**config.mk**
```make
export PLATFORM = sky130hd
export DESIGN_NAME = srw_supervisor
export DESIGN_NICKNAME = d
export VERILOG_FILES = /design/src/include/srw_pkg.sv /design/src/core/srw_sync.sv /design/src/core/srw_supervisor.sv
export SDC_FILE = /design/constraint.sdc
export NUM_CORES = 1
export LEC_CHECK = 0
export BUFFER_PORTS_ARGS = -buffer_cell sky130_fd_sc_hd__buf_4
export CORE_ASPECT_RATIO = 1.4
export CORE_MARGIN = 5
export CORE_UTILIZATION = 50
export CTS_BUF_LIST = sky130_fd_sc_hd__clkbuf_8
export DETAILED_ROUTE_END_ITERATION = 7
export PLACE_DENSITY = 0.74
export REMOVE_ABC_BUFFERS = 1
export SETUP_SLACK_MARGIN = 0.05
export SLEW_MARGIN = 20
export SYNTH_ARGS = -nofsm -noshare
export SYNTH_HDL_FRONTEND = slang
export SYNTH_SLANG_ARGS = --single-unit
```
**constraint.sdc**
```tcl
create_clock -name pclk -period 4.2 [get_ports pclk]
set_clock_uncertainty 0.15 [all_clocks]
set_input_delay 0.21 -clock pclk [delete_from_list [all_inputs] [get_ports pclk]]
set_output_delay 0.21 -clock pclk [all_outputs]
set_load 0.005 [all_outputs]
```
**src/include/srw_pkg.sv**
```systemverilog
package srw_pkg;

	// widths
	localparam int CNT_W = 15;

	// clock and internal time base
	localparam int CLK_HZ        = 200_000_000;
	localparam int TB_HZ         = 10_240;
	localparam int TB_DIV_CYCLES = CLK_HZ / TB_HZ;

	// internal timing, in milliseconds
	localparam int RESET_TIME_MS = 50;
	localparam int LONG_TIME_MS  = 1600;
	localparam int SHORT_TIME_MS = 100;

	// periods in time base ticks
	localparam logic [CNT_W-1:0] INT_RESET_TICKS =
		CNT_W'(RESET_TIME_MS * TB_HZ / 1000);
	localparam logic [CNT_W-1:0] INT_LONG_TICKS =
		CNT_W'(LONG_TIME_MS * TB_HZ / 1000);
	localparam logic [CNT_W-1:0] INT_SHORT_TICKS =
		CNT_W'(SHORT_TIME_MS * TB_HZ / 1000);
	localparam logic [CNT_W-1:0] EXT_RESET_TICKS = 15'h0200;
	localparam logic [CNT_W-1:0] EXT_LONG_TICKS  = 15'h1000;
	localparam logic [CNT_W-1:0] EXT_SHORT_TICKS = 15'h0400;

	// three-level kick input encoding
	localparam logic [1:0] KICK_LOW  = 2'h0;
	localparam logic [1:0] KICK_HIGH = 2'h1;
	localparam logic [1:0] KICK_MID  = 2'h2;

	// register map
	localparam logic [11:0] CTRL_ADDR   = 12'h000;
	localparam logic [11:0] STATUS_ADDR = 12'h004;

	// field positions
	localparam int CTRL_WD_EN_BIT    = 0;
	localparam int ST_RESET_N_BIT    = 0;
	localparam int ST_SUPPLY_N_BIT   = 1;
	localparam int ST_TIMEOUT_N_BIT  = 2;
	localparam int ST_FAIL_N_BIT     = 3;
	localparam int ST_BACKUP_BIT     = 4;
	localparam int ST_LONG_TO_BIT    = 5;
	localparam int ST_WD_ARMED_BIT   = 6;

	// reset values
	localparam logic CTRL_WD_EN_RST = 1'b1;

	typedef enum logic {
		RST_RUN,
		RST_HOLD
	} srw_rst_type;

	// synchronised pin group
	typedef struct packed {
		logic       supply_low;
		logic       vcc_below_batt;
		logic       fail_low;
		logic       ce_in_n;
		logic       tb_select;
		logic       tb_in;
		logic [1:0] kick;
	} srw_pins_type;

	localparam srw_pins_type PINS_RST = '{
		supply_low:     1'b1,
		vcc_below_batt: 1'b0,
		fail_low:       1'b1,
		ce_in_n:        1'b1,
		tb_select:      1'b1,
		tb_in:          1'b1,
		kick:           KICK_MID
	};

	typedef struct packed {
		srw_rst_type       rst_state;
		logic [CNT_W-1:0]  hold_cnt;
		logic [CNT_W-1:0]  wd_cnt;
		logic [CNT_W-1:0]  div_cnt;
		logic              tb_prev;
		logic              kick_last;
		logic              long_to;
		logic              wd_en;
		logic              reset_n;
		logic              reset_hi;
		logic              timeout_n;
		logic              fail_n;
		logic              backup;
		logic              supply_n;
		logic              ce_n;
		logic              pready;
		logic              pslverr;
		logic [31:0]       prdata;
	} srw_state_type;

endpackage

```
**src/core/srw_sync.sv**
```systemverilog
module srw_sync #(
	parameter int                  W   = 8,
	parameter logic [W-1:0]        RST = '0
) (
	input  wire logic              pclk,
	input  wire logic              presetn,
	input  wire logic [W-1:0]      d,
	output logic [W-1:0]           q
);
	typedef struct packed {
		logic [W-1:0] s1;
		logic [W-1:0] s2;
		logic [W-1:0] s3;
		logic [W-1:0] q;
	} srw_sync_state_type;

	srw_sync_state_type r_q;
	srw_sync_state_type r_d;

	// a bit moves only once the second and third stages agree
	always_comb begin
		r_d    = r_q;
		r_d.s1 = d;
		r_d.s2 = r_q.s1;
		r_d.s3 = r_q.s2;
		r_d.q  = (r_q.s2 & ~(r_q.s2 ^ r_q.s3)) | (r_q.q & (r_q.s2 ^ r_q.s3));
	end

	always_ff @(posedge pclk or negedge presetn) begin
		if (!presetn) begin
			r_q <= '{s1: RST, s2: RST, s3: RST, q: RST};
		end else begin
			r_q <= r_d;
		end
	end

	assign q = r_q.q;
endmodule

```
**src/core/srw_supervisor.sv**
```systemverilog
// How it works
// - reset held low while supply sense is low or supply below battery
// - after supply sense recovers, reset stays low one more reset period
// - unserviced enabled watchdog fires a reset pulse of one reset period
// - each kick edge restarts the watchdog count; processor must kick in time
// - kick input at middle level disables the watchdog entirely
// - timeout flag goes low when kick input stays still past the timeout
// - timeout flag returns high on the next kick transition
// - timeout flag high while kick is mid or supply-low flag is low
// - fail warning goes low while fail sense input is below threshold
// - fail warning held low while main supply is below battery
// - gated chip enable follows input, forced high while supply sense low
// - backup flag high while the rail runs from the battery
// - supply-low flag follows supply sense with no hold delay
// - active-high reset is always the complement of active-low reset
// - select high uses internal time base, low uses external input
// - external clock edges drive both reset and watchdog counts
// - internal mode: time base input level picks short or long timeout
// - external mode: 1024 normal, 4096 after reset, 512 reset clocks
// - long timeout applies right after any reset ends
// - short timeout takes effect only after the first kick after reset
// - internal time base is a nominal 10.24 kHz tick
module srw_supervisor
	import srw_pkg::*;
#(
	parameter int TB_DIV = TB_DIV_CYCLES
) (
	input  wire logic        pclk,
	input  wire logic        presetn,
	input  wire logic        psel,
	input  wire logic        penable,
	input  wire logic        pwrite,
	input  wire logic [11:0] paddr,
	input  wire logic [31:0] pwdata,
	output logic [31:0]      prdata,
	output logic             pready,
	output logic             pslverr,
	input  wire logic        supply_sense_in,
	input  wire logic        vcc_below_batt,
	input  wire logic        fail_sense_in,
	input  wire logic        ce_in_n,
	input  wire logic        timebase_select,
	input  wire logic        timebase_in,
	input  wire logic [1:0]  kick_input,
	output logic             reset_n,
	output logic             reset_hi,
	output logic             timeout_flag_n,
	output logic             fail_warn_n,
	output logic             backup_active,
	output logic             supply_low_n,
	output logic             ce_out_n
);
	import srw_pkg::*;

	srw_pins_type  pins_raw;
	srw_pins_type  pins;
	srw_state_type r_q;
	srw_state_type r_d;

	function automatic logic [CNT_W-1:0] inc(input logic [CNT_W-1:0] v);
		inc = v + CNT_W'(1);
	endfunction

	function automatic logic at_end(
		input logic [CNT_W-1:0] cnt,
		input logic [CNT_W-1:0] lim
	);
		at_end = (inc(cnt) == lim);
	endfunction

	// pins pass the three-stage synchroniser
	always_comb begin
		pins_raw.supply_low     = supply_sense_in;
		pins_raw.vcc_below_batt = vcc_below_batt;
		pins_raw.fail_low       = fail_sense_in;
		pins_raw.ce_in_n        = ce_in_n;
		pins_raw.tb_select      = timebase_select;
		pins_raw.tb_in          = timebase_in;
		pins_raw.kick           = kick_input;
	end

	srw_sync #(
		.W   ($bits(srw_pins_type)),
		.RST (PINS_RST)
	) u_sync (
		.pclk    (pclk),
		.presetn (presetn),
		.d       (pins_raw),
		.q       (pins)
	);

	logic             ext_mode;
	logic             tick;
	logic             cause;
	logic             kick_def;
	logic             kick_edge;
	logic             wd_armed;
	logic [CNT_W-1:0] reset_ticks;
	logic [CNT_W-1:0] wd_limit;
	logic             apb_access;
	logic             apb_done;

	always_comb begin
		ext_mode = !pins.tb_select;
		tick = ext_mode ? (pins.tb_in && !r_q.tb_prev)
			: (r_q.div_cnt == CNT_W'(TB_DIV - 1));
		cause = pins.supply_low || pins.vcc_below_batt;
		kick_def = (pins.kick == KICK_LOW) || (pins.kick == KICK_HIGH);
		kick_edge = kick_def && ((pins.kick == KICK_HIGH) != r_q.kick_last);
		wd_armed = r_q.wd_en && kick_def;
		reset_ticks = ext_mode ? EXT_RESET_TICKS : INT_RESET_TICKS;
		if (ext_mode) begin
			wd_limit = r_q.long_to ? EXT_LONG_TICKS : EXT_SHORT_TICKS;
		end else if (r_q.long_to || pins.tb_in) begin
			wd_limit = INT_LONG_TICKS;
		end else begin
			wd_limit = INT_SHORT_TICKS;
		end
		apb_access = psel && penable && !r_q.pready;
		apb_done = psel && penable && r_q.pready;
	end

	always_comb begin
		r_d = r_q;
		r_d.tb_prev = pins.tb_in;
		r_d.div_cnt = (ext_mode || tick) ? '0 : inc(r_q.div_cnt);
		if (kick_def) begin
			r_d.kick_last = (pins.kick == KICK_HIGH);
		end
		if (kick_edge) begin
			r_d.timeout_n = 1'b1;
		end
		unique case (r_q.rst_state)
			RST_RUN: begin
				if (cause) begin
					r_d.rst_state = RST_HOLD;
					r_d.hold_cnt  = '0;
					r_d.wd_cnt    = '0;
				end else if (kick_edge) begin
					r_d.wd_cnt  = '0;
					r_d.long_to = 1'b0;
				end else if (!wd_armed) begin
					r_d.wd_cnt = '0;
				end else if (tick) begin
					if (at_end(r_q.wd_cnt, wd_limit)) begin
						r_d.rst_state = RST_HOLD;
						r_d.hold_cnt  = '0;
						r_d.wd_cnt    = '0;
						r_d.timeout_n = 1'b0;
					end else begin
						r_d.wd_cnt = inc(r_q.wd_cnt);
					end
				end
			end
			RST_HOLD: begin
				r_d.wd_cnt = '0;
				if (cause) begin
					r_d.hold_cnt = '0;
				end else if (tick) begin
					if (at_end(r_q.hold_cnt, reset_ticks)) begin
						r_d.rst_state = RST_RUN;
						r_d.hold_cnt  = '0;
						r_d.long_to   = 1'b1;
					end else begin
						r_d.hold_cnt = inc(r_q.hold_cnt);
					end
				end
			end
		endcase
		if (!kick_def || pins.supply_low) begin
			r_d.timeout_n = 1'b1;
		end
		r_d.reset_n = (r_d.rst_state == RST_RUN);
		r_d.reset_hi = !r_d.reset_n;
		r_d.fail_n = !(pins.fail_low || pins.vcc_below_batt);
		r_d.backup = pins.vcc_below_batt;
		r_d.supply_n = !pins.supply_low;
		r_d.ce_n = pins.supply_low ? 1'b1 : pins.ce_in_n;

		// apb slave: one wait state, answer on the second access cycle
		r_d.pready  = apb_access;
		r_d.pslverr = 1'b0;
		r_d.prdata  = '0;
		if (apb_access) begin
			unique case (paddr)
				CTRL_ADDR: begin
					r_d.prdata[CTRL_WD_EN_BIT] = r_q.wd_en;
				end
				STATUS_ADDR: begin
					r_d.prdata[ST_RESET_N_BIT]   = r_q.reset_n;
					r_d.prdata[ST_SUPPLY_N_BIT]  = r_q.supply_n;
					r_d.prdata[ST_TIMEOUT_N_BIT] = r_q.timeout_n;
					r_d.prdata[ST_FAIL_N_BIT]    = r_q.fail_n;
					r_d.prdata[ST_BACKUP_BIT]    = r_q.backup;
					r_d.prdata[ST_LONG_TO_BIT]   = r_q.long_to;
					r_d.prdata[ST_WD_ARMED_BIT]  = wd_armed;
				end
				default: begin
					r_d.pslverr = 1'b1;
				end
			endcase
		end
		if (apb_done && pwrite && paddr == CTRL_ADDR) begin
			r_d.wd_en = pwdata[CTRL_WD_EN_BIT];
		end
	end

	always_ff @(posedge pclk or negedge presetn) begin
		if (!presetn) begin
			r_q <= '{
				rst_state: RST_HOLD,
				hold_cnt:  '0,
				wd_cnt:    '0,
				div_cnt:   '0,
				tb_prev:   1'b1,
				kick_last: 1'b0,
				long_to:   1'b1,
				wd_en:     CTRL_WD_EN_RST,
				reset_n:   1'b0,
				reset_hi:  1'b1,
				timeout_n: 1'b1,
				fail_n:    1'b0,
				backup:    1'b0,
				supply_n:  1'b0,
				ce_n:      1'b1,
				pready:    1'b0,
				pslverr:   1'b0,
				prdata:    '0
			};
		end else begin
			r_q <= r_d;
		end
	end

	assign reset_n        = r_q.reset_n;
	assign reset_hi       = r_q.reset_hi;
	assign timeout_flag_n = r_q.timeout_n;
	assign fail_warn_n    = r_q.fail_n;
	assign backup_active  = r_q.backup;
	assign supply_low_n   = r_q.supply_n;
	assign ce_out_n       = r_q.ce_n;
	assign prdata         = r_q.prdata;
	assign pready         = r_q.pready;
	assign pslverr        = r_q.pslverr;
endmodule

```
==> results by group, run 1 <==
GRT
  • Vias in the first global route: 3334
  • Largest net degree at the start of global routing: 78
  • Grt ovf: 0
  • Global-route wire length before repair: 15.3 mm
  • Initial antenna violation count: 0
  • Total GRT Usage: 16.0%

Power
  • Power Density: 322 nW/µm²
  • Combinational fraction of design power: 7.3%
  • Pwr Total: 1.74 mW
  • Int Pwr: 1.31 mW
  • Switch Pwr: 0.427 mW
  • Switch share: 24.5%
  • Worst VDD drop: 221 µV
  • Clock power share: 35.1%
  • Sequential Power Share: 57.6%
  • LEAKAGE: 2.34 nW

Worst setup path
  • Top delay family on crit path: compound AO/OA/AOI/OAI gates
  • Max FO, Critical Path: 16
  • Critical path launch point type: flop
  • Critical path arrival: 3.16 ns
  • Setup crit end kind: flop
  • Worst r2r src: r_q[76]
  • Cells on worst reg2reg path: 8
  • Worst Path Buf+Inv: 1
  • Flop2flop setup slack: 1.16 ns
  • CP max stage delay: 0.59 ns
  • Worst-path cell chain: ha_1 > nand2_1 > nor4_1 > xnor2_1 > o2111ai_2 > o21bai_4 > inv_1 > a221o_1
  • Stages on worst setup path: 8
  • Highest-delay cell along the critical path: nor4_1
  • Setup CP Type: flop to flop
  • Crit path required time: 4.31 ns
  • Reg-to-Reg End: r_q[81]

CTS
  • CTS max path bufs: 2
  • CTS clock-pin slew for the worst setup and hold paths: 0.09 ns
  • TritonCTS buffer count: 9
  • Resized Gates After CTS: 0
  • CTS root buf: clkbuf_8
  • # H-tree levels: 3
  • Setup Buffers After CTS: 0
  • Clk_lat worst skew: 0.38 ns
  • Hold buffer count at cts: 15
  • TritonCTS clock tree: done
  • TritonCTS Sinks: 97

Route
  • Via Count: 3419
  • DR iter-0 viols: 167
  • DRT Pass-1 Iters: 4
  • Final antenna-violating net count: 0
  • DRC viols: 0
  • Wirelength per Cell: 14.8 µm
  • Via density: 5.55
  • WL final: 9.12 mm

Timing
  • Setup TNS Final: 0 ns
  • Final period utilization: 72.4%
  • Min cycle time layout: 3.04 ns
  • Worst Setup Slack, final: 1.16 ns
  • Fmax: 329 MHz
  • Final setup fails: 0
  • Slew @ Worst Pin: 0.944 ns
  • Max-slew violations: 0
  • Hold Vio Cnt, Final: 0
  • RSZ-0062 raised after global routing: false
  • WHS: 0.0333 ns
  • Slew margin rel.: 37.0%

Placement
  • Port buffer count: 41
  • Post-DP HPWL: 6.25 mm
  • Placed Cells: 585
  • DP Worst Slack: 1.17 ns
  • GPL Wtd Cong: 0.899
  • Post-DP Area: 5060 µm²

Die
  • Core box area: 9460 µm²
  • Initial Util: 51.1%
  • Die area: 11800 µm²
  • IO Pins: 98
  • Die Width: 93.1 µm
  • Die Height: 126 µm
  • FP Rows: 42

Cells and area
  • Final Util: 57.2%
  • Synthesis-to-finish area growth: 11.8%
  • Nets: 562
  • Layout cells sized above 1: 23.1%
  • Final instance area: 5410 µm²
  • Antenna cells: 0
  • Cell Count, Final, Fillers Out: 616

Worst hold path
  • Hold_sp: paddr[9]
  • HP Class: input port to flop
  • Hold Path Depth: 3
  • Hold EP: pslverr

Run status
  • Status: finished, final reports clean

Logic synthesis
  • Cell area after synthesis: 4840 µm²
  • Synth area leader: dfrtp_1
  • Synthesis Warnings: 0
  • Top_reg_cell synth: dfrtp_1
  • Top cell type's share of synthesized area: 34.7%
  • Top post-synthesis cells by area: dfrtp_1, dfstp_2, buf_4, xor2_1, nor2_1
  • Synthesis-stage register bit count: 97
  • Avg Cell Area, Syn: 10.6 µm²
  • Asr flop ratio synth: 100%
  • Post-synth EDFFs: 0
  • Syn Inst Count: 456
  • Seq/Total Area, Yosys: 51.0%
  • Post-synth cell types: 71

Run
  • Max Cap Viol: 0
## synthesized netlist by cell type, types with 9 or more instances
cell and instances:
xnor2_1 9, a31oi_1 11, a21oi_1 12, dfrtp_1 67, o21ai_0 13, nor2_1 40
and3_1 11, nand2_1 38, nand4_1 12, nand3_1 21, xor2_1 18, dfstp_2 30
buf_4 33
## flip-flops by register name, summed over array words and instances (netlist names), 7 cells and up, named ones only
signal      cells
u_sync.r_q      8
prdata          7
r_q            49
u_sync.r_d     16
## metal layers
layer / vias up / track usage [%] / part of all wire, %
li1: 1656 / - / -
met1: 1666 / 19.3 / 42
met2: 80 / 27.0 / 52
met3: 17 / 3.26 / 4.6
met4: 0 / 7.94 / 1.9
met5: - / 0 / 0
## logic make-up (layout without fill, tap and decap cells)
family,Yosys count,count (layout),synth area share [%]
flops,97,97,51.0
mux,6,6,1.35
xor+xnor,27,27,4.89
compound gates,69,69,10.9
buf+inv,53,79,7.01
simple gates,191,191,22.1
other cells,1,25,0.0775
fa+ha+maj,12,12,2.69
## layout make-up
type | count | area, µm²
clock inverters | 7 | 72.6
clock buffers | 9 | 124
well taps | 110 | 138
inverters | 6 | 22.5
fillers | 813 | 4050
flip-flops and latches | 97 | 2460
repair buffers | 57 | 465
multi-input cells | 330 | 2120
## worst register-to-register path: stages, from the launching register on
cell	delay, ns
dfrtp_1	0.44
ha_1	0.26
nand2_1	0.18
nor4_1	0.59
xnor2_1	0.21
o2111ai_2	0.24
o21bai_4	0.42
inv_1	0.14
a221o_1	0.31
## cell usage in the layout, fill, tap and decap left out, drive strengths merged, types with 2 or more instances in the layout
| master | n |
|---|---|
| a22o | 3 |
| clkinv | 2 |
| xnor2 | 9 |
| inv | 10 |
| nor3 | 10 |
| nand3 | 23 |
| mux2 | 4 |
| or2 | 4 |
| nor3b | 3 |
| nand4 | 13 |
| dfrtp | 67 |
| clkbuf | 9 |
| o21ai | 13 |
| dlygate4sd3 | 15 |
| or3 | 7 |
| a31o | 2 |
| a21o | 7 |
| buf | 42 |
| a31oi | 12 |
| nor4 | 10 |
| or4b | 2 |
| ha | 4 |
| and2 | 6 |
| nand2 | 38 |
| maj3 | 8 |
| o22ai | 3 |
| nand2b | 6 |
| a211o | 3 |
| nor4b | 2 |
| o211ai | 2 |
| mux2i | 2 |
| xor2 | 18 |
| nor2 | 42 |
| nor2b | 3 |
| dfstp | 30 |
| and3 | 11 |
| a21oi | 12 |
| conb | 25 |
| a2111oi | 2 |
| and4 | 6 |
## power groups by stage
stage               clock, mW  combinational, mW  sequential, mW
floorplan                   0             0.0605            1.01
global placement            0              0.114            1.02
detailed placement          0              0.118            1.02
CTS                     0.631              0.128            1.00
global route            0.662              0.142            1.01
finish                  0.611              0.126            1.00
## how the worst max path moves through the flow
stage               startpoint  slack [ns]      end
finish                 r_q[76]        1.16  r_q[81]
global route           r_q[75]        0.90  r_q[81]
CTS                    r_q[75]        1.16  r_q[81]
detailed placement     r_q[75]        1.17  r_q[81]
global placement       r_q[75]        1.26  r_q[81]
floorplan              r_q[75]        1.57  r_q[81]
No activity file was read; power rests on OpenSTA's default activity.
==> inputs of run 2 (changes only) <==
- clock period: 4.2 -> 2.82 ns (I/O delays scaled with it)
==> results by group, run 2 (synthesis gave the netlist of run 1 again) <==
Run status
  • Status: finished, final reports clean (unchanged)

Worst setup path
  • Setup CP Type: flop to flop (unchanged)
  • Reg-to-Reg End: r_q[81] (unchanged)
  • Critical path launch point type: flop (unchanged)
  • Worst Path Buf+Inv: 1 (unchanged)
  • Cells on worst reg2reg path: 8 (unchanged)
  • Flop2flop setup slack: 0.21 ns (was 1.16 ns)
  • Critical path arrival: 2.71 ns (was 3.16 ns)
  • Max FO, Critical Path: 9 (was 16)
  • Worst setup path endpoint: r_q[81] (unchanged)
  • Top delay family on crit path: simple AND/OR/NAND/NOR gates (was compound AO/OA/AOI/OAI gates)
  • Stages on worst setup path: 8 (unchanged)
  • Crit path required time: 2.92 ns (was 4.31 ns)
  • CP max stage delay: 0.70 ns (was 0.59 ns)
  • Worst r2r src: r_q[49] (was r_q[76])
  • Setup crit end kind: flop (unchanged)
  • Worst-path cell chain: or4b_2 > nor4_2 > buf_4 > a22oi_1 > nor2_2 > and4_4 > nor2_4 > a221o_1 (was ha_1 > nand2_1 > nor4_1 > xnor2_1 > o2111ai_2 > o21bai_4 > inv_1 > a221o_1)
  • Critical Path Start: r_q[49] (was r_q[76])
  • Highest-delay cell along the critical path: or4b_2 (was nor4_1)

Power
  • Pwr Total: 2.63 mW (was 1.74 mW)
  • Worst VDD drop: 412 µV (was 221 µV)
  • LEAKAGE: 2.48 nW (was 2.34 nW)
  • Power Density: 465 nW/µm² (was 322 nW/µm²)

Cells and area
  • Commonest non-fill, non-tap cells in the layout: dfrtp_1, buf_4, nor2_1, nand2_1, dfstp_2 (unchanged)
  • Nets: 587 (was 562)
  • Max reg flops: 49 (unchanged)
  • Commonest non-fill, non-tap cell in the layout: dfrtp_1 (unchanged)
  • Biggest register: r_q (unchanged)
  • Layout cells sized above 1: 26.9% (was 23.1%)
  • Antenna cells: 0 (unchanged)
  • Final instance area: 5650 µm² (was 5410 µm²)
  • Final Util: 59.7% (was 57.2%)
  • Cell Count, Final, Fillers Out: 641 (was 616)
  • FILL cells: 786 (was 813)
  • Synthesis-to-finish area growth: 16.8% (was 11.8%)

GRT
  • Vias in the first global route: 3587 (was 3334)
  • Global-route wire length before repair: 16.3 mm (was 15.3 mm)
  • Initial antenna violation count: 0 (unchanged)
  • Grt ovf: 0 (unchanged)
  • Largest net degree at the start of global routing: 57 (was 78)
  • Total GRT Usage: 17.2% (was 16.0%)

Timing
  • Min cycle time layout: 2.61 ns (was 3.04 ns)
  • Setup TNS Final: 0 ns (unchanged)
  • Slew margin rel.: 55.0% (was 37.0%)
  • WHS: 0.198 ns (was 0.0333 ns)
  • Hold Vio Cnt, Final: 0 (unchanged)
  • RSZ-0062 raised after global routing: false (unchanged)
  • Worst Setup Slack, final: 0.211 ns (was 1.16 ns)
  • Final period utilization: 92.5% (was 72.4%)
  • Slew @ Worst Pin: 0.675 ns (was 0.944 ns)
  • Max-slew violations: 0 (unchanged)
  • Fmax: 383 MHz (was 329 MHz)
  • Final setup fails: 0 (unchanged)

CTS
  • # H-tree levels: 3 (unchanged)
  • Clk_lat worst skew: 0.37 ns (was 0.38 ns)
  • TritonCTS clock tree: done (unchanged)
  • TritonCTS buffer count: 9 (unchanged)
  • CTS clock-pin slew for the worst setup and hold paths: 0.10 ns (was 0.09 ns)
  • CTS root buf: clkbuf_8 (unchanged)
  • CTS max path bufs: 2 (unchanged)
  • TritonCTS Sinks: 97 (unchanged)

Placement
  • Post-DP Area: 5270 µm² (was 5060 µm²)
  • Post-DP HPWL: 6.72 mm (was 6.25 mm)
  • Placed Cells: 608 (was 585)
  • DP Worst Slack: 0.0914 ns (was 1.17 ns)
  • Port buffer count: 41 (unchanged)
  • GPL Wtd Cong: 0.879 (was 0.899)

Route
  • Via Count: 3507 (was 3419)
  • Via density: 5.47 (was 5.55)
  • DRC viols: 0 (unchanged)
  • WL final: 9.34 mm (was 9.12 mm)
  • Wirelength per Cell: 14.6 µm (was 14.8 µm)
  • DR iter-0 viols: 99 (was 167)
  • DRT Pass-1 Iters: 4 (unchanged)
  • Final antenna-violating net count: 0 (unchanged)

Die
  • Die Width: 93.1 µm (unchanged)
  • Die Height: 126 µm (unchanged)
  • FP Rows: 42 (unchanged)
  • Die area: 11800 µm² (unchanged)
  • Core box area: 9460 µm² (unchanged)
  • IO Pins: 98 (unchanged)
  • Initial Util: 51.1% (unchanged)

Worst hold path
  • HP Class: input port to async pin (was input port to flop)

Run
  • Max Cap Viol: 0 (unchanged)
[run 2: changes by cell type in the layout (fill, tap and decap cells not counted)]
cell	change
inv_1	-1
nor3b_1	-1
buf_4	+21
buf_12	+3
clkbuf_8	+1
clkinv_2	+1
nor3b_2	+1
inv_6	-1
dlygate4sd3_1	+1
inv_8	+1
clkinv_4	-1
[run 2: worst min-delay path by stage]
| stage | to | cells past startpoint |
|---|---|---|
| detailed placement | prdata[3] | 1 |
| finish | async pin | 2 |
| global placement | prdata[1] | 1 |
| CTS | prdata[3] | 2 |
| floorplan | async pin | 0 |
| global route | u_sync.r_d[15] | 0 |
[run 2: power by group]
part           leakage (nW)  internal, mW  switching [mW]
Clock                 0.110         0.441           0.486
Sequential             1.22          1.46          0.0318
Combinational          1.15         0.100           0.110
Total                  2.48          2.00           0.628
[run 2: cell type report]
cell class / count / area (µm²) / area share [%]
sequential: 97 / 2460 / 43.6
multi-input combinational: 330 / 2130 / 37.6
timing repair buffer: 82 / 693 / 12.3
clock buffer: 10 / 138 / 2.44
tap: 110 / 138 / 2.44
clock inverter: 6 / 67.6 / 1.20
inverter: 6 / 22.5 / 0.399
[run 2: timing repair]
| action | in CTS | in global routing |
|---|---|---|
| hold buffers | 16 | 0 |
| endpoints found under the setup margin | 0 | 7 |
| setup buffers | 0 | 1 |
| resized for setup | 0 | 1 |
| endpoints found under the hold margin | 41 | 0 |
[run 2: worst register-to-register path, cell delays in order, from the launching register on]
cell	delay, ns
dfrtp_1	0.42
or4b_2	0.70
nor4_2	0.16
buf_4	0.16
a22oi_1	0.10
nor2_2	0.12
and4_4	0.25
nor2_4	0.07
a221o_1	0.35
[run 2: routing by layer]
| layer | share of wire (%) | global-route usage, % | wire length, µm |
|---|---|---|---|
| met5 | 0 | 0 | 0 |
| met4 | 2.6 | 7.68 | 244 |
| met3 | 4.7 | 4.21 | 439 |
| met2 | 53 | 30.1 | 4920 |
| met1 | 40 | 19.7 | 3740 |
==> inputs of run 3 (changes only) <==
- SYNTH_HIERARCHICAL: unset -> 1
==> results by group, run 3 <==
Power
  • LEAKAGE: 2.62 nW (was 2.48 nW)
  • Worst VDD drop: 395 µV (was 412 µV)
  • Power Density: 458 nW/µm² (was 465 nW/µm²)
  • Pwr Total: 2.62 mW (was 2.63 mW)

Route
  • DRT Pass-1 Iters: 4 (unchanged)
  • Via Count: 3584 (was 3507)
  • Wirelength per Cell: 15.1 µm (was 14.6 µm)
  • DRC viols: 0 (unchanged)
  • Final antenna-violating net count: 0 (unchanged)
  • Via density: 5.48 (was 5.47)
  • WL final: 9.88 mm (was 9.34 mm)
  • DR iter-0 viols: 244 (was 99)

Run status
  • Status: finished, final reports clean (unchanged)

Logic synthesis
  • Post-synth cell types: 57 (was 71)
  • Syn Inst Count: 459 (was 456)
  • Cell area after synthesis: 4790 µm² (was 4840 µm²)
  • Synthesis-stage register bit count: 97 (unchanged)
  • Asr flop ratio synth: 100% (unchanged)
  • Top-count cell post-synth: dfrtp_1 (unchanged)
  • Synthesis Warnings: 6 (was 0)
  • Top cell type's share of synthesized area: 35.0% (was 34.7%)
  • Top post-synthesis cells by area: dfrtp_1, dfstp_2, buf_4, nor2_1, nand2_1 (was dfrtp_1, dfstp_2, buf_4, xor2_1, nor2_1)
  • Synth area leader: dfrtp_1 (unchanged)
  • Synth cell count leaders: dfrtp_1, buf_4, nor2_1 (was dfrtp_1, nor2_1, nand2_1)
  • Seq/Total Area, Yosys: 51.4% (was 51.0%)
  • Top_reg_cell synth: dfrtp_1 (unchanged)
  • Avg Cell Area, Syn: 10.4 µm² (was 10.6 µm²)
  • Post-synth EDFFs: 0 (unchanged)

Worst setup path
  • Worst r2r src: r_q[61] (was r_q[49])
  • Highest-delay cell along the critical path: o41a_1 (was or4b_2)
  • Critical path arrival: 2.92 ns (was 2.71 ns)
  • Setup crit end kind: flop (unchanged)
  • Top delay family on crit path: compound AO/OA/AOI/OAI gates (was simple AND/OR/NAND/NOR gates)
  • Critical path's most frequent cell: buf_6
  • Cells on worst reg2reg path: 9 (was 8)
  • Setup CP Type: flop to flop (unchanged)
  • Critical path launch point type: flop (unchanged)
  • Worst-path cell chain: ha_2 > nand4_4 > buf_6 > mux2_4 > o32ai_4 > nand4b_1 > o41a_1 > buf_6 > o21ba_2 (was or4b_2 > nor4_2 > buf_4 > a22oi_1 > nor2_2 > and4_4 > nor2_4 > a221o_1)
  • CP max stage delay: 0.50 ns (was 0.70 ns)
  • Max FO, Critical Path: 5 (was 9)
  • Worst Path Buf+Inv: 2 (was 1)
  • Flop2flop setup slack: 0.04 ns (was 0.21 ns)
  • Crit path required time: 2.95 ns (was 2.92 ns)
  • Reg-to-Reg End: r_q[86] (was r_q[81])

Placement
  • Post-DP HPWL: 6.79 mm (was 6.72 mm)
  • GPL Wtd Cong: 0.896 (was 0.879)
  • Port buffer count: 41 (unchanged)

Timing
  • Slew @ Worst Pin: 0.758 ns (was 0.675 ns)
  • Hold Vio Cnt, Final: 0 (unchanged)
  • RSZ-0062 raised after global routing: true (was false)
  • Fmax: 359 MHz (was 383 MHz)
  • Setup TNS Final: 0 ns (unchanged)
  • Final setup fails: 0 (unchanged)
  • Min cycle time layout: 2.78 ns (was 2.61 ns)
  • Slew margin rel.: 49.5% (was 55.0%)
  • Final period utilization: 98.7% (was 92.5%)
  • Max-slew violations: 0 (unchanged)

Cells and area
  • Synthesis-to-finish area growth: 19.4% (was 16.8%)
  • Antenna cells: 0 (unchanged)
  • FILL cells: 769 (was 786)
  • Max reg flops: 49 (unchanged)
  • Biggest register: r_q (unchanged)
  • Commonest non-fill, non-tap cells in the layout: buf_4, dfrtp_1, nor2_1, nand2_1, dfstp_2 (was dfrtp_1, buf_4, nor2_1, nand2_1, dfstp_2)
  • Nets: 600 (was 587)
  • Commonest non-fill, non-tap cell in the layout: buf_4 (was dfrtp_1)
  • Layout cells sized above 1: 29.0% (was 26.9%)

CTS
  • Clk_lat worst skew: 0.39 ns (was 0.37 ns)
  • TritonCTS Sinks: 97 (unchanged)
  • CTS root buf: clkbuf_8 (unchanged)
  • TritonCTS buffer count: 9 (unchanged)
  • # H-tree levels: 3 (unchanged)
  • CTS max path bufs: 2 (unchanged)
  • TritonCTS clock tree: done (unchanged)
  • CTS clock-pin slew for the worst setup and hold paths: 0.11 ns (was 0.10 ns)

Die
  • Die area: 11700 µm² (was 11800 µm²)
  • Die Height: 126 µm (about the same)
  • IO Pins: 98 (unchanged)
  • FP Rows: 42 (unchanged)
  • Die Width: 92.7 µm (was 93.1 µm)
  • Core box area: 9410 µm² (was 9460 µm²)
  • Initial Util: 50.9% (was 51.1%)

GRT
  • Grt ovf: 0 (unchanged)
  • Global-route wire length before repair: 16.6 mm (was 16.3 mm)
  • Vias in the first global route: 3593 (was 3587)
  • Initial antenna violation count: 0 (unchanged)
  • Total GRT Usage: 17.8% (was 17.2%)
  • Largest net degree at the start of global routing: 86 (was 57)

Worst hold path
  • Hold EP: pslverr
  • Hold Path Depth: 3
  • Hold_sp: paddr[8]
  • HP Class: input port to flop (was input port to async pin)

Run
  • Max Cap Viol: 0 (unchanged)
run 3: how the worst max path moves through the flow:
| stage | start | end | slack (ns) | cells past startpoint |
|---|---|---|---|---|
| floorplan | r_q[60] | r_q[80] | -0.04 | 8 |
| global placement | r_q[60] | r_q[86] | -0.02 | 9 |
| detailed placement | r_q[60] | r_q[86] | -0.07 | 9 |
| CTS | r_q[61] | r_q[86] | 0.02 | 9 |
| global route | r_q[61] | r_q[86] | -0.06 | 9 |
| finish | r_q[61] | r_q[86] | 0.04 | 9 |
run 3: what timing repair did:
item / CTS / global route
pin swaps: 6 / 10
setup endpoints to repair: 12 / 28
resized for setup: 6 / 5
endpoints found under the hold margin: 79 / 0
buffers inserted: 2 / 1
hold buffers: 16 / 0
cloned: 1 / 0
run 3: cell type report:
| cell class | instances | area [µm²] | share of cell area (%) |
|---|---|---|---|
| multi-input cells | 325 | 2080 | 36.4 |
| well taps | 110 | 138 | 2.41 |
| repair buffers | 98 | 787 | 13.8 |
| flip-flops and latches | 97 | 2460 | 43.1 |
| clock inverters | 7 | 96.3 | 1.68 |
| inverters | 8 | 30.0 | 0.525 |
| clock buffers | 9 | 124 | 2.17 |
run 3: kinds of logic (layout without fill, tap and decap cells):
logic type	count (synthesis)	after routing	share of synthesized area [%]
flip-flops	97	97	51.4
adder cells (fa/ha/maj)	12	12	2.93
XOR/XNOR	24	24	4.39
multiplexers	10	10	2.25
AND/OR/NAND/NOR	190	190	21.4
other	1	25	0.0783
AO/OA/AOI/OAI	63	64	9.25
buffers and inverters	62	122	8.25
run 3: routing by layer:
metal / up-vias / global-route usage [%] / share of wire [%]
li1: 1726 / - / -
met1: 1757 / 20.5 / 40
met2: 84 / 31.4 / 53
met3: 17 / 3.76 / 4.1
met4: 0 / 7.94 / 2.2
met5: - / 0 / 0
run 3: per-stage QoR:
stage                     util [%]  cells  cell area [µm²]  setup slack [ns]  hold WS [ns]
after CTS                     60.4    653             5680            0.0228        0.0250
after global placement        55.8    618             5250           -0.0222        0.0992
after global routing          60.8    654             5720           -0.0604        0.0252
final                         60.8    654             5720            0.0371        0.0244
after floorplan                  -    429             4520           -0.0370        -0.305
after detailed placement      55.8    618             5250           -0.0695         0.100
run 3: worst register-to-register path: cells and delay by family (launching register included):
family | cells | cell delay [ns]
adders and majority gates | 1 | 0.21
DFF | 1 | 0.37
AOI/OAI and AO/OA | 3 | 0.92
buffers and inverters | 2 | 0.34
and+or+nand+nor | 2 | 0.37
muxes | 1 | 0.32
run 3: report_power, final:
group	internal [mW]	total, mW	switching (mW)
sequential	1.46	1.49	0.0364
clock	0.365	0.944	0.578
combinational	0.0901	0.184	0.0941
